===== src/ddr3_cke_zq_consts.vh =====
`ifndef DDR3_CKE_ZQ_CONSTS_VH
`define DDR3_CKE_ZQ_CONSTS_VH

// Register offsets on the dword configuration port
`define CKE_TIMING_OFFSET   8'h90
`define CAL_TIMING_OFFSET   8'h94

// Clock-enable timing fields
`define F_RANK_IDLE         31:24
`define F_PD_EXIT           23:21
`define F_SR_EXIT_LOCKED    20:11
`define F_SR_EXIT           10:3
`define F_CKE_PULSE         2:0

// Calibration timing fields
`define F_PARALLEL_CAL      30
`define F_PERIODIC_EN       29
`define F_CAL_INTERVAL      28:8
`define F_SHORT_CAL         7:5
`define F_LONG_CAL          4:0

// Reset values and writable masks
`define CKE_TIMING_RESET    32'h0000_0000
`define CAL_TIMING_RESET    32'h6040_1a80
`define CKE_TIMING_MASK     32'hffff_ffff
`define CAL_TIMING_MASK     32'h7fff_ffff

// Calibration busy-time multipliers
`define SHORT_CAL_SHIFT     4
`define LONG_CAL_SHIFT      5

// Structure
`define RANKS               4
`define TIMER_W             12

`endif


===== src/ddr3_cke_zq_timing_ctrl.v =====
`timescale 1ns/1ps
`default_nettype none
`include "ddr3_cke_zq_consts.vh"

module ddr3_cke_zq_timing_ctrl (
    input  wire        sys_clk,
    input  wire        reset,
    input  wire        cfg_wr,
    input  wire        cfg_rd,
    input  wire [7:0]  cfg_addr,
    input  wire [31:0] cfg_wdata,
    output reg  [31:0] cfg_rdata,
    input  wire        cke_shared,
    input  wire [3:0]  rank_req_pending,
    input  wire [3:0]  sr_exit,
    input  wire        refi_tick,
    input  wire [3:0]  short_cal_sent,
    input  wire [3:0]  long_cal_sent,
    output wire [3:0]  cke,
    output wire [3:0]  pd_entry_req,
    output wire        pd_slow_exit,
    output wire [3:0]  short_cal_req,
    output wire [3:0]  cmd_ok,
    output wire [3:0]  dll_cmd_ok
);

    reg  [31:0] clock_enable_timing_q;
    reg  [31:0] calibration_timing_q;

    // Field views; timing values count command clocks, except the calibration interval (refresh ticks) and calibration times (x16, x32 clocks)
    wire [7:0]  rank_idle_time;
    wire [2:0]  powerdown_exit_delay;
    wire [9:0]  selfrefresh_exit_locked_delay;
    wire [7:0]  selfrefresh_exit_delay;
    wire [2:0]  cke_min_pulse;
    wire        parallel_calibration;
    wire        periodic_cal_enable;
    wire [20:0] periodic_cal_interval;
    wire [2:0]  short_cal_time;
    wire [4:0]  long_cal_time;
    wire [11:0] short_cal_cycles;
    wire [11:0] long_cal_cycles;

    assign rank_idle_time                = clock_enable_timing_q[`F_RANK_IDLE];
    assign powerdown_exit_delay          = clock_enable_timing_q[`F_PD_EXIT];
    assign selfrefresh_exit_locked_delay = clock_enable_timing_q[`F_SR_EXIT_LOCKED];
    assign selfrefresh_exit_delay        = clock_enable_timing_q[`F_SR_EXIT];
    assign cke_min_pulse                 = clock_enable_timing_q[`F_CKE_PULSE];
    assign parallel_calibration          = calibration_timing_q[`F_PARALLEL_CAL];
    assign periodic_cal_enable           = calibration_timing_q[`F_PERIODIC_EN];
    assign periodic_cal_interval         = calibration_timing_q[`F_CAL_INTERVAL];
    assign short_cal_time                = calibration_timing_q[`F_SHORT_CAL];
    assign long_cal_time                 = calibration_timing_q[`F_LONG_CAL];

    // Field scaled by 16 and 32; the widest result (992) fits the timer width
    assign short_cal_cycles = {5'h00, short_cal_time, 4'h0};
    assign long_cal_cycles  = {2'h0, long_cal_time, 5'h00};

    // Dword configuration port: whole-register writes, registered read data
    always @(posedge sys_clk) begin
        if (reset) begin
            clock_enable_timing_q <= `CKE_TIMING_RESET;
            calibration_timing_q  <= `CAL_TIMING_RESET;
        end else if (cfg_wr) begin
            if (cfg_addr == `CKE_TIMING_OFFSET) begin
                clock_enable_timing_q <= cfg_wdata & `CKE_TIMING_MASK;
            end
            if (cfg_addr == `CAL_TIMING_OFFSET) begin
                calibration_timing_q <= cfg_wdata & `CAL_TIMING_MASK;
            end
        end
    end

    always @(posedge sys_clk) begin
        if (reset) begin
            cfg_rdata <= 32'h0000_0000;
        end else if (cfg_rd) begin
            case (cfg_addr)
                `CKE_TIMING_OFFSET: begin
                    cfg_rdata <= clock_enable_timing_q;
                end
                `CAL_TIMING_OFFSET: begin
                    cfg_rdata <= calibration_timing_q;
                end
                default: begin
                    cfg_rdata <= 32'h0000_0000;
                end
            endcase
        end
    end

    // Only fast-exit precharge power-down is ever requested
    assign pd_slow_exit = 1'b0;

    // Periodic calibration scheduler
    reg  [20:0] interval_cnt_q;
    reg  [3:0]  cal_pending_q;
    wire [3:0]  cal_busy;
    wire        any_cal_busy;
    wire        interval_done;
    reg  [3:0]  cal_grant;
    reg         grant_taken;
    integer     g;

    assign any_cal_busy  = |cal_busy;
    // An interval of zero is treated as one refresh interval
    assign interval_done = refi_tick &&
                           ((interval_cnt_q + 21'h000001) >= periodic_cal_interval);

    always @(posedge sys_clk) begin
        if (reset) begin
            interval_cnt_q <= 21'h000000;
        end else if (!periodic_cal_enable) begin
            interval_cnt_q <= 21'h000000;
        end else if (interval_done) begin
            interval_cnt_q <= 21'h000000;
        end else if (refi_tick) begin
            interval_cnt_q <= interval_cnt_q + 21'h000001;
        end
    end

    // A new round re-arms every rank; a round still in progress keeps its own bits
    always @(posedge sys_clk) begin
        if (reset) begin
            cal_pending_q <= 4'h0;
        end else if (periodic_cal_enable && interval_done) begin
            cal_pending_q <= 4'hf;
        end else begin
            cal_pending_q <= cal_pending_q & ~short_cal_sent;
        end
    end

    // Serial mode hands the request to the lowest pending rank once nobody calibrates
    always @* begin
        cal_grant   = 4'h0;
        grant_taken = 1'b0;
        for (g = 0; g < `RANKS; g = g + 1) begin
            if (parallel_calibration) begin
                cal_grant[g] = cal_pending_q[g] & ~cal_busy[g];
            end else if (cal_pending_q[g] && !grant_taken && !any_cal_busy) begin
                cal_grant[g] = 1'b1;
                grant_taken  = 1'b1;
            end
        end
    end

    // Per-rank power management and command gating
    wire [3:0] rank_idle;
    wire [3:0] rank_wake;
    wire [3:0] cke_busy;
    wire [3:0] pd_exit_busy;
    wire [3:0] sr_busy;
    wire [3:0] sr_locked_busy;
    wire [3:0] rank_ready;
    wire [3:0] cke_q;
    wire [3:0] pd_entry_q;

    // Pending calibration keeps a rank awake so the command can reach it
    assign rank_wake = rank_req_pending | cal_pending_q;

    genvar r;
    generate
        for (r = 0; r < `RANKS; r = r + 1) begin : rank_gen
            reg  [7:0] idle_cnt_q;
            reg        cke_level_q;
            reg        entry_pulse_q;
            wire       pair_ready;
            wire       pair_pulse_done;
            wire       partner_idle;
            wire       partner_wake;
            wire       group_idle;
            wire       group_wake;
            wire       enter_pd;
            wire       exit_pd;
            wire       cal_load;
            wire [11:0] cal_value;

            always @(posedge sys_clk) begin
                if (reset) begin
                    idle_cnt_q <= 8'h00;
                end else if (rank_wake[r]) begin
                    idle_cnt_q <= 8'h00;
                end else if (idle_cnt_q < rank_idle_time) begin
                    idle_cnt_q <= idle_cnt_q + 8'h01;
                end
            end

            assign rank_idle[r] = !rank_wake[r] && (idle_cnt_q >= rank_idle_time);

            // Ranks pair up as 0/1 and 2/3 behind a shared clock-enable
            assign partner_idle = rank_idle[r ^ 1];
            assign partner_wake = rank_wake[r ^ 1];
            assign group_idle   = rank_idle[r] && (!cke_shared || partner_idle);
            assign group_wake   = rank_wake[r] || (cke_shared && partner_wake);

            // No entry while any exit or calibration hold-off is still running
            assign rank_ready[r] = !cke_busy[r] && !pd_exit_busy[r] && !sr_busy[r] &&
                                   !sr_locked_busy[r] && !cal_busy[r];
            // A shared pin moves only when both ranks may move, or the pair would split
            assign pair_ready      = rank_ready[r] && (!cke_shared || rank_ready[r ^ 1]);
            assign pair_pulse_done = !cke_busy[r] && (!cke_shared || !cke_busy[r ^ 1]);
            assign enter_pd = cke_q[r] && group_idle && pair_ready;
            assign exit_pd  = !cke_q[r] && group_wake && pair_pulse_done;

            // Two flops per rank (cke level and entry pulse); the vectors are wires so each bit has a single driver
            always @(posedge sys_clk) begin
                if (reset) begin
                    cke_level_q   <= 1'b1;
                    entry_pulse_q <= 1'b0;
                end else begin
                    entry_pulse_q <= enter_pd;
                    if (enter_pd) begin
                        cke_level_q <= 1'b0;
                    end else if (exit_pd) begin
                        cke_level_q <= 1'b1;
                    end
                end
            end

            assign cke_q[r]      = cke_level_q;
            assign pd_entry_q[r] = entry_pulse_q;

            hold_timer cke_pulse_timer (
                .sys_clk    (sys_clk),
                .reset      (reset),
                .load       (enter_pd || exit_pd),
                .load_value ({9'h000, cke_min_pulse}),
                .busy       (cke_busy[r])
            );

            // Covers every power-down exit alike; only DLL-on fast exit is ever used
            hold_timer pd_exit_timer (
                .sys_clk    (sys_clk),
                .reset      (reset),
                .load       (exit_pd),
                .load_value ({9'h000, powerdown_exit_delay}),
                .busy       (pd_exit_busy[r])
            );

            hold_timer sr_exit_timer (
                .sys_clk    (sys_clk),
                .reset      (reset),
                .load       (sr_exit[r]),
                .load_value ({4'h0, selfrefresh_exit_delay}),
                .busy       (sr_busy[r])
            );

            hold_timer sr_locked_timer (
                .sys_clk    (sys_clk),
                .reset      (reset),
                .load       (sr_exit[r]),
                .load_value ({2'h0, selfrefresh_exit_locked_delay}),
                .busy       (sr_locked_busy[r])
            );

            // A new sent pulse reloads the timer, so back-to-back calibrations extend the hold
            // Long calibration's hold is loaded if both arrive together, even when it is the shorter
            assign cal_load  = short_cal_sent[r] || long_cal_sent[r];
            assign cal_value = long_cal_sent[r] ? long_cal_cycles : short_cal_cycles;

            hold_timer cal_timer (
                .sys_clk    (sys_clk),
                .reset      (reset),
                .load       (cal_load),
                .load_value (cal_value),
                .busy       (cal_busy[r])
            );

            assign cmd_ok[r]        = cke_q[r] && !pd_exit_busy[r] && !sr_busy[r] &&
                                      !cal_busy[r];
            assign dll_cmd_ok[r]    = cmd_ok[r] && !sr_locked_busy[r];
            assign short_cal_req[r] = cal_grant[r] && cke_q[r] && cmd_ok[r];
        end
    endgenerate

    assign cke          = cke_q;
    assign pd_entry_req = pd_entry_q;

endmodule

`default_nettype wire


===== src/hold_timer.v =====
`timescale 1ns/1ps
`default_nettype none

// Loadable down-counter; busy stays high for exactly load_value cycles after the load edge.
module hold_timer (
    input  wire        sys_clk,
    input  wire        reset,
    input  wire        load,
    input  wire [11:0] load_value,
    output wire        busy
);

    reg [11:0] count_q;
    reg [11:0] count_d;

    always @* begin
        count_d = count_q;
        if (load) begin
            count_d = load_value;
        end else if (count_q != 12'h000) begin
            count_d = count_q - 12'h001;
        end
    end

    always @(posedge sys_clk) begin
        if (reset) begin
            count_q <= 12'h000;
        end else begin
            count_q <= count_d;
        end
    end

    assign busy = (count_q != 12'h000);

endmodule

`default_nettype wire

===== config.mk =====
export PLATFORM = sky130hd
export DESIGN_NAME = ddr3_cke_zq_timing_ctrl
export DESIGN_NICKNAME = d
export VERILOG_FILES = /design/src/ddr3_cke_zq_timing_ctrl.v /design/src/hold_timer.v
export VERILOG_INCLUDE_DIRS = /design/src
export SDC_FILE = /design/constraint.sdc
export NUM_CORES = 1
export LEC_CHECK = 0
export ABC_AREA = 0
export BUFFER_PORTS_ARGS = -buffer_cell sky130_fd_sc_hd__buf_2
export CAP_MARGIN = 40
export CORE_UTILIZATION = 50
export DETAILED_ROUTE_END_ITERATION = 7
export GPL_ROUTABILITY_DRIVEN = 0
export PLACE_DENSITY = 0.67
export SYNTH_ARGS = -nofsm -noshare
export SYNTH_HDL_FRONTEND = slang
export SYNTH_SLANG_ARGS = --single-unit

===== constraint.sdc =====
create_clock -name sys_clk -period 4.2 [get_ports sys_clk]
set_clock_uncertainty 0.1 [all_clocks]
set_input_delay 0.42 -clock sys_clk [delete_from_list [all_inputs] [get_ports sys_clk]]
set_output_delay 0.42 -clock sys_clk [all_outputs]
set_load 0.02 [all_outputs]

# [Word-level counts from Yosys, hierarchy flattened]
# Index checks and enable logic that the tools add are counted.
[totals] regBits=400 input_bits=62 out_inout_bits=53 wordCells=374
[classes] addsub=25 order_cmp=9 eq_ne=2 n_mux=67 bitwise=12 reduce_logical=206
[ops] op="$reduce_bool 12->1" count=20
[ops] op="$sub 12x1->12 const B" count=20
[ops] op="$mux 10" count=12
[ops] op="$mux 12" count=8
[ops] op="$logic_and 1x1->1" count=85
[ops] op="$mux 8" count=8
[ops] op="$pmux 32 s2" count=1
[ops] op="$mux 3" count=16
[ops] op="$reduce_bool 2->1" count=24
[ops] op="$logic_not 1->1" count=33
[ops] op="$add 8x1->8 const B" count=4
[ops] op="$ge 8x8->1" count=4
[ops] op="$lt 8x8->1" count=4
[ops] op="$reduce_or 2->1" count=16
[ops] op="$logic_or 1x1->1" count=24
[ops] op="$add 21x1->21 const B" count=1
[ops] op="$ge 21x21->1" count=1
[ops] op="$mux 1" count=21
[ops] op="$eq 8x8->1 const B" count=2
[ops] op="$not 1->1" count=5
[ops] op="$and 1x1->1" count=4
[ops] op="$and 4x4->4" count=1
[ops] op="$mux 4" count=1
[ops] op="$not 4->4" count=1
[ops] op="other kinds (4)" count=5

# [Logic depth before layout (Yosys ltp)]
# Gate-level depths: netlist of run 1.
[logic_depth] depth_word=23 depth_mapped=16 depth_no_buf=14

# [By module]
# From an unflattened synthesis of run 1, not the netlist that was laid out.
[hier_totals] hier_cells=2751 area_unflattened_um2=22601.7
[modules_own_cells] mod="hold_timer (rank_gen[0].cal_timer ...)" n_inst=15 cells_per_inst=85 area_per_inst_um2=703.2 seq_area_each_um2=240.2
[modules_own_cells] mod="ddr3_cke_zq_timing_ctrl" n_inst=1 cells_per_inst=1051 area_per_inst_um2=8594.5 seq_area_each_um2=3203.1
[modules_own_cells] mod="hold_timer (rank_gen[3].cal_timer ...)" n_inst=5 cells_per_inst=85 area_per_inst_um2=691.9 seq_area_each_um2=240.2

# [Least setup slack after synthesis of run 1]
# OpenSTA, ideal clock, no wires.
[synth_path] kind="flip-flop to flip-flop" from="reg interval_cnt_q[0]" to="reg interval_cnt_q[10]" setup_time_ns=0.117 arrival_time_ns=3.530 required_ns=3.983 path_slack_ns=0.453 path_stages_with_launch=17 path_buffers=2 synth_period_minus_slack_ns=3.747 path_cell_list="dfxtp_1 > ha_1 > and3_1 > and3_1 > and3_1 > clkbuf_1 > nand3_1 > xnor2_1 > ha_1 > nand4_1 > nand3b_1 > or4_1 > a31o_2 > nand4_1 > clkbuf_1 > o21ai_0 > a22o_1"
[synth_between] elab_chain_cells=4
[synth_rtl] element="start: declaration" line_no="ddr3_cke_zq_timing_ctrl.v:96" text="reg [20:0] interval_cnt_q;"
[synth_rtl] element="start signal: assignment" line_no="ddr3_cke_zq_timing_ctrl.v:118" text="interval_cnt_q <= interval_cnt_q + 21'h000001;"
[synth_rtl] element="$add 21x1->21 (*)" line_no="ddr3_cke_zq_timing_ctrl.v:108, ddr3_cke_zq_timing_ctrl.v:118"
[synth_rtl] element="$ge 21x21->1" line_no="ddr3_cke_zq_timing_ctrl.v:108" text="((interval_cnt_q + 21'h000001) >= periodic_cal_interval);"
[synth_rtl] element="$logic_and 1x1->1" line_no="ddr3_cke_zq_timing_ctrl.v:107" text="assign interval_done = refi_tick &&"
[synth_rtl] element="$reduce_or 3->1 (no source line)"
# Mark *: on every way between the ends. The rest lies on a longest branch, timed or not.
# A chain may end at the register's enable or synchronous reset.

# [Worst setup path in the final report of run 1]
[layout_path] from="reg interval_cnt_q[2]" to="reg interval_cnt_q[20]"
# The elaborated chain is that of the path after synthesis.

==> results of run 1 <==
-- logic make-up (layout without fill, tap and decap cells) --
family	after synthesis	after routing	synth area share (%)
simple gates	1133	1133	26.7
flops	400	400	38.8
compound gates	386	386	11.7
xor+xnor	204	204	8.67
buf+inv	203	346	4.16
mux	100	100	4.87
fa+ha+maj	82	82	4.98
other cells	1	5	0.0182
-- layer usage --
metal | GRT usage, % | up-vias
met5 | 0 | -
met3 | 4.49 | 96
met4 | 10.8 | 0
met2 | 41.1 | 455
met1 | 33.6 | 8443
li1 | - | 8940
-- through the flow --
step           std cells  hold WS [ns]  instance area, sq um
3_3_place_gp        3072         0.358                 21500
4_1_cts             3184        0.0128                 23400
6_report            3188        0.0427                 23400
2_1_floorplan       2509         0.348                 20600
3_5_place_dp        3073         0.364                 21600
5_1_grt             3187        0.0321                 23400
-- layout make-up --
| class | instances | area share [%] |
|---|---|---|
| Multi-Input combinational cell | 1906 | 50.2 |
| Sequential cell | 400 | 34.2 |
| Clock buffer | 62 | 5.56 |
| Timing Repair Buffer | 166 | 4.48 |
| Tap cell | 532 | 2.84 |
| Inverter | 98 | 1.57 |
| Clock inverter | 20 | 1.15 |
| Antenna cell | 4 | 0.0427 |
-- how the worst max path moves through the flow --
stage / cells past startpoint / slack, ns / start / to
2_1_floorplan: 16 / 0.45 / interval_cnt_q[0] / interval_cnt_q[10]
3_3_place_gp: 15 / 0.27 / interval_cnt_q[2] / interval_cnt_q[20]
3_5_place_dp: 15 / 0.21 / interval_cnt_q[2] / interval_cnt_q[20]
4_1_cts: 15 / 0.16 / interval_cnt_q[2] / interval_cnt_q[20]
5_1_grt: 15 / 0.006 / interval_cnt_q[2] / interval_cnt_q[20]
6_report: 15 / 0.35 / interval_cnt_q[2] / interval_cnt_q[20]
-- where the power goes --
group,total [uW],switching [uW],internal (uW),leakage (uW)
registers,5140,654,4490,0.00325
clock network,4170,1630,2540,0.000769
logic,6710,3840,2870,0.00561
-- worst min-delay path: stages --
cell	delay, ns
buf_2	0.14
nand2_1	0.06
a21oi_1	0.05
-- repair_timing --
item / in CTS / in global routing
hold endpoints to repair: 51 / 0
hold buffers: 29 / 0
gates resized for setup: 0 / 4
setup endpoints to repair: 0 / 20
-- sequential cells by signal (all words and copies together) (netlist names) --
register,flops
calibration_timing_q,31
rank_gen.pd_exit_timer.count_q,48
rank_gen.idle_cnt_q,32
clock_enable_timing_q,32
cfg_rdata,32
rank_gen.sr_exit_timer.count_q,48
cal_pending_q,4
rank_gen.sr_locked_timer.count_q,48
rank_gen.cal_timer.count_q,48
interval_cnt_q,21
rank_gen.entry_pulse_q,4
rank_gen.cke_pulse_timer.count_q,48
rank_gen.cke_level_q,4
-- layout by cell type, fill, tap and decap left out, types with 49 or more instances in the layout --
master | synthesis | routed
a21oi_1 | 187 | 187
buf_2 | 2 | 112
dfxtp_1 | 400 | 400
ha_1 | 82 | 82
inv_1 | 98 | 98
mux2i_1 | 98 | 98
nand2_1 | 195 | 195
nand3_1 | 49 | 49
nor2_1 | 465 | 464
nor3_1 | 120 | 119
o21ai_0 | 54 | 54
xnor2_1 | 117 | 117
xor2_1 | 87 | 87
==> results.md, run 1 <==
* Status: complete, no violations
* Worst Path Arrival at 4.22 ns
* Reg2reg setup slack at approximately 0.35 ns
* Hold Path Stages at 3
* IO buf count at ~110
* H-tree depth at 2
* Tightest Hold Check Type: in -> reg
* CP bufs+invs at 1
* Crit path kind: reg -> reg
* Tot Pwr at 16000 uW
* Vias/cell at approximately 5.6
* WL met3 at 3.14 mm
* Dpl hpwl at roughly 39 mm
* Fill cells at 3704
* Share of the synthesized area in the top cell type at 38.8%
* Area of the core at 40700 sq um
* Gr usage total at 25.6%
* Crit-path max cell delay at 0.44 ns
* Area delta synth->final at 13.7%
* Post-synthesis cell type count at 98
* Final hold vios at 0
* Slew @ Worst Pin at just under 0.9 ns
* Maximum vdd drop at about 0.45 mV
* Die X at 205 um
* Post-synth top flop: dfxtp_1
* Largest net degree at the start of global routing at 86
* Yosys warns at 0
* TritonCTS buffer count at 45
* Synth Cell Area at 20600 sq um
* DR WL met2 at 24.8 mm
* CP cell instances: nand3_1 -> nor2_1 -> nand3_1 -> nor3_4 -> and4_1 -> xor2_1 -> ha_1 -> nand4_1 -> nand3b_1 -> or4_1 -> a31o_2 -> nand4_1 -> buf_4 -> o21ai_0 -> a22o_1
* Clock Tree Buf Depth at 3
* WL met1 at 24.5 mm
* Ports at around 120
* Hold Path End: calibration_timing_q[0]
* Critical-path top delay cell: dfxtp_1
* Post-synthesis sequential area ratio at 38.8%
* Final setup vio count at 0
* Setup_tns at 0 ns
* FF+latch count, synth at 400
* FMAX at 260 MHz
* Slew Limit Fails at 0
* Number of synthesized flops with an enable pin at 0
* Pre-antenna DRT Iters at 5
* DR iter-0 viols at 1307
* CTS tree: done
* CTS clk-pin slew, worst paths at 0.06 ns
* Pre-CTS setup slack at 0.214 ns
* Sink Count at 400
* Routed len/inst at 17.1 um
* Yosys top cell by area: dfxtp_1
* RSZ-0062 raised after global routing: false
* Final WS setup at 0.348 ns
* Layout cells sized above 1 at 10.0%
* Final period util at 91.7%
* Final ANT Viol Nets at 0
* Startpoint types: flip-flop
* Vias in the first global route at 16700
* Most frequent cell after synthesis: nor2_1
* Footprint of the multi-input gates at roughly 12000 sq um
* Slew HR at 40.1%
* Final core occ at 57.5%
* Root Buffer: clkbuf_16
* Crit end category: flip-flop
* Post-CTS Setup Repair Bufs at 0
* MaxCap Viol Count at 0
* RR Startpoint: interval_cnt_q[2]
* Asr flop ratio synth at 0%
* Pwr per Cell Area at 684 nW/um^2
* Reg2reg end: interval_cnt_q[20]
* Syn Nets at 2653
* DRC violations left at 0
* FF+latch area at 8010 sq um
* GR Overflow Total at 0
* Die H at 205 um
* Cell Rows at 74
* WL final at 54.4 mm
* Routed via count at 17900
* Mapped Cells at 2509
* Top cells by area, synth: dfxtp_1 (39%), nor2_1 (8.5%), ha_1 (5.0%), xnor2_1 (5.0%), mux2i_1 (4.8%)
* Cell family with most CP delay: simple AND/OR/NAND/NOR gates
* Worst R2R Path Depth at 15
* Commonest cells post-synth: nor2_1 (465), dfxtp_1 (400), nand2_1 (195)
* Worst Path Max Fanout at 8
* First-pass GRT wire length at 86.2 mm
* Clock period minus worst slack at 3.85 ns
* Nets at 2761
* Avg Cell Area, Syn at 8.22 sq um
* Initial antenna violation count at 4
* Starting Density at 50.6%
* Top Metal Used: met4
* DIE AREA at 42000 sq um
* Leak at ~0.0096 uW
* CP required at 4.57 ns
* Clock Latency Late Sink at 0.58 ns
* Hold Path Origin: cfg_wdata[0]
No activity file was read; power rests on OpenSTA's default activity.
==> run 2, diff against run 1 <==
--- a/config.mk
+++ b/config.mk
@@ -9,10 +9,10 @@
 export ABC_AREA = 0
 export BUFFER_PORTS_ARGS = -buffer_cell sky130_fd_sc_hd__buf_2
 export CAP_MARGIN = 40
-export CORE_UTILIZATION = 50
+export CORE_UTILIZATION = 55
 export DETAILED_ROUTE_END_ITERATION = 7
 export GPL_ROUTABILITY_DRIVEN = 0
-export PLACE_DENSITY = 0.67
+export PLACE_DENSITY = 0.73
 export SYNTH_ARGS = -nofsm -noshare
 export SYNTH_HDL_FRONTEND = slang
 export SYNTH_SLANG_ARGS = --single-unit
==> results.md, run 2 (synthesis gave the netlist of run 1 again) <==
* Status: complete, no violations (unchanged)
* H-tree depth at 2 (unchanged)
* Layout Cells excl Fill at 3096 (was 3188)
* Vias/cell at 5.91 (was 5.63)
* Seq pwr share at 32.9% (was 32.1%)
* Initial antenna violation count at 6 (was 4)
* Psw at 6130 uW (was 6120 uW)
* Die X at 196 um (was 205 um)
* Cell Int Power at 9530 uW (was 9900 uW)
* Clock Tree Buf Depth at 3 (unchanged)
* Root Buffer: clkbuf_16 (unchanged)
* Leak at 0.00944 uW (was 0.00963 uW)
* FMAX at 251 MHz (was 260 MHz)
* DIE AREA at 38300 sq um (was 42000 sq um)
* Combinational share of power at 43.2% (was 41.9%)
* Final setup vio count at 0 (unchanged)
* GR Overflow Total at 0 (unchanged)
* Clock group share of total power at 23.9% (was 26.0%)
* Area delta synth->final at 11.5% (was 13.7%)
* MaxCap Viol Count at 0 (unchanged)
* Most common library cell in the layout ignoring fill and taps: nor2_1 (unchanged)
* CP required at 4.55 ns (was 4.57 ns)
* Pre-CTS setup slack at 0.0305 ns (was 0.214 ns)
* Dpl hpwl at 39.3 mm (was 38.7 mm)
* Tightest Hold Check Type: in -> reg (unchanged)
* Worst Path Arrival at 4.33 ns (was 4.22 ns)
* Area of the core at 36800 sq um (was 40700 sq um)
* Final WS setup at 0.221 ns (was 0.348 ns)
* Largest net degree at the start of global routing at 81 (was 86)
* Pre-antenna DRT Iters at 5 (unchanged)
* DR iter-0 viols at 1260 (was 1307)
* Startpoint types: flip-flop (unchanged)
* First-pass GRT wire length at 88.9 mm (was 86.2 mm)
* DR WL met2 at 25.5 mm (was 24.8 mm)
* Maximum vdd drop at 0.586 mV (was 0.448 mV)
* Most frequent cells in the layout: nor2_1 (463), dfxtp_1 (400), nand2_1 (195) (was nor2_1 (464), dfxtp_1 (400), nand2_1 (195))
* Nets at 2738 (was 2761)
* CTS clk-pin slew, worst paths at 0.06 ns (about the same)
* Setup_tns at 0 ns (unchanged)
* Placed cell area at 21500 sq um (was 21600 sq um)
* DRC violations left at 0 (unchanged)
* Starting Density at 56.0% (was 50.6%)
* Layout cells sized above 1 at 10.0% (about the same)
* WL met3 at 3.04 mm (was 3.14 mm)
* Crit end category: flip-flop (unchanged)
* Post-route cell area at 23000 sq um (was 23400 sq um)
* Ports at 115 (unchanged)
* Sink Count at 400 (unchanged)
* Final ANT Viol Nets at 0 (unchanged)
* Slew HR at 43.1% (was 40.1%)
* Fill cells at 3186 (was 3704)
* Top Metal Used: met5 (was met4)
* Die H at 196 um (was 205 um)
* Pwr per Cell Area at 681 nW/um^2 (was 684 nW/um^2)
* Slew Limit Fails at 0 (unchanged)
* Cell Rows at 70 (was 74)
* Slew @ Worst Pin at 0.853 ns (was 0.895 ns)
* Routed len/inst at 17.8 um (was 17.1 um)
* WL met1 at 24.1 mm (was 24.5 mm)
* Vias in the first global route at 17400 (was 16700)
* Routed via count at 18300 (was 17900)
* TritonCTS buffer count at 43 (was 45)
* Worst Path Max Fanout at 20 (was 8)
* Switching Fraction at 39.1% (was 38.2%)
* CTS tree: done (unchanged)
* Gr usage total at 28.6% (was 25.6%)
* Crit path kind: reg -> reg (unchanged)
* Clock period minus worst slack at 3.98 ns (was 3.85 ns)
* Final period util at 94.7% (was 91.7%)
* Number of instances in the placed design at 3009 (was 3073)
* Reg2reg setup slack at 0.22 ns (was 0.35 ns)
* Final hold vios at 0 (unchanged)
* WL final at 55.1 mm (was 54.4 mm)
* IO buf count at 113 (unchanged)
* Clock Latency Late Sink at 0.56 ns (was 0.58 ns)
==> run 2: cell types whose count changed in the layout (fill, tap and decap cells not counted), moves of 2 or more <==
cell / before / now
dlygate4sd3_1: 29 / 6
bufinv_16: 6 / 1
clkbuf_8: 7 / 11
clkinv_2: 8 / 4
clkbuf_16: 47 / 44
inv_6: 3 / 1
==> run 2: critical path: stages, from the launching register on <==
cell      delay (ns)
dfxtp_1         0.43
ha_2            0.27
and3_1          0.19
and3_1          0.26
and3_4          0.26
nand3_1         0.14
xnor2_1         0.16
ha_1            0.31
nand4_1         0.13
nand3b_1        0.18
or4_1           0.42
a31o_2          0.27
nand4_1         0.19
nor2_1          0.06
buf_4           0.21
a22o_1          0.26
==> run 2: what timing repair did <==
item | CTS | global route
endpoints found under the setup margin | 1 | 21
hold endpoints to repair | 6 | 0
hold buffers | 6 | 0
gates resized for setup | 1 | 7
setup buffers | 0 | 2
==> run 2: path summary, 6_finish.rpt <==
| check | cells after the start | to | startpoint |
|---|---|---|---|
| max | 15 | interval_cnt_q[4] | interval_cnt_q[0] |
| min | 3 | calibration_timing_q[19] | cfg_wdata[19] |
| max reg2reg | 15 | interval_cnt_q[4] | interval_cnt_q[0] |
| min reg2reg | 2 | calibration_timing_q[15] | calibration_timing_q[15] |
==> run 2: power groups by stage <==
stage	registers, uW	logic [uW]	clock network [uW]
after floorplan	5060	5380	0
after global placement	5170	6410	0
after detailed placement	5200	6610	0
after CTS	5130	6700	3800
after global routing	5250	7560	3960
final	5150	6760	3740
==> run 2: through the flow <==
step | total power (uW) | util, % | hold slack, ns
after global routing | 16800 | 62.5 | 0.0126
after detailed placement | 11800 | 58.4 | 0.369
final | 15700 | 62.5 | 0.0149
after floorplan | 10400 | - | 0.348
after global placement | 11600 | 58.3 | 0.357
after CTS | 15600 | 62.3 | 0.00143
==> run 2: routing by layer <==
metal  track usage [%]  vias up
li1                  -     8901
met1              36.8     8736
met2              47.4      502
met3              3.68      142
met4              13.4        2
met5                 0        -
==> run 2: layout make-up <==
cell class	instances	area (sq um)	share of cell area, %
diodes	5	12.5	0.0544
clock buffers	63	1280	5.58
clock inverters	11	105	0.457
inverters	98	368	1.60
multi-input cells	1906	11800	51.3
flip-flops and latches	400	8010	34.8
well taps	468	586	2.55
repair buffers	145	838	3.65
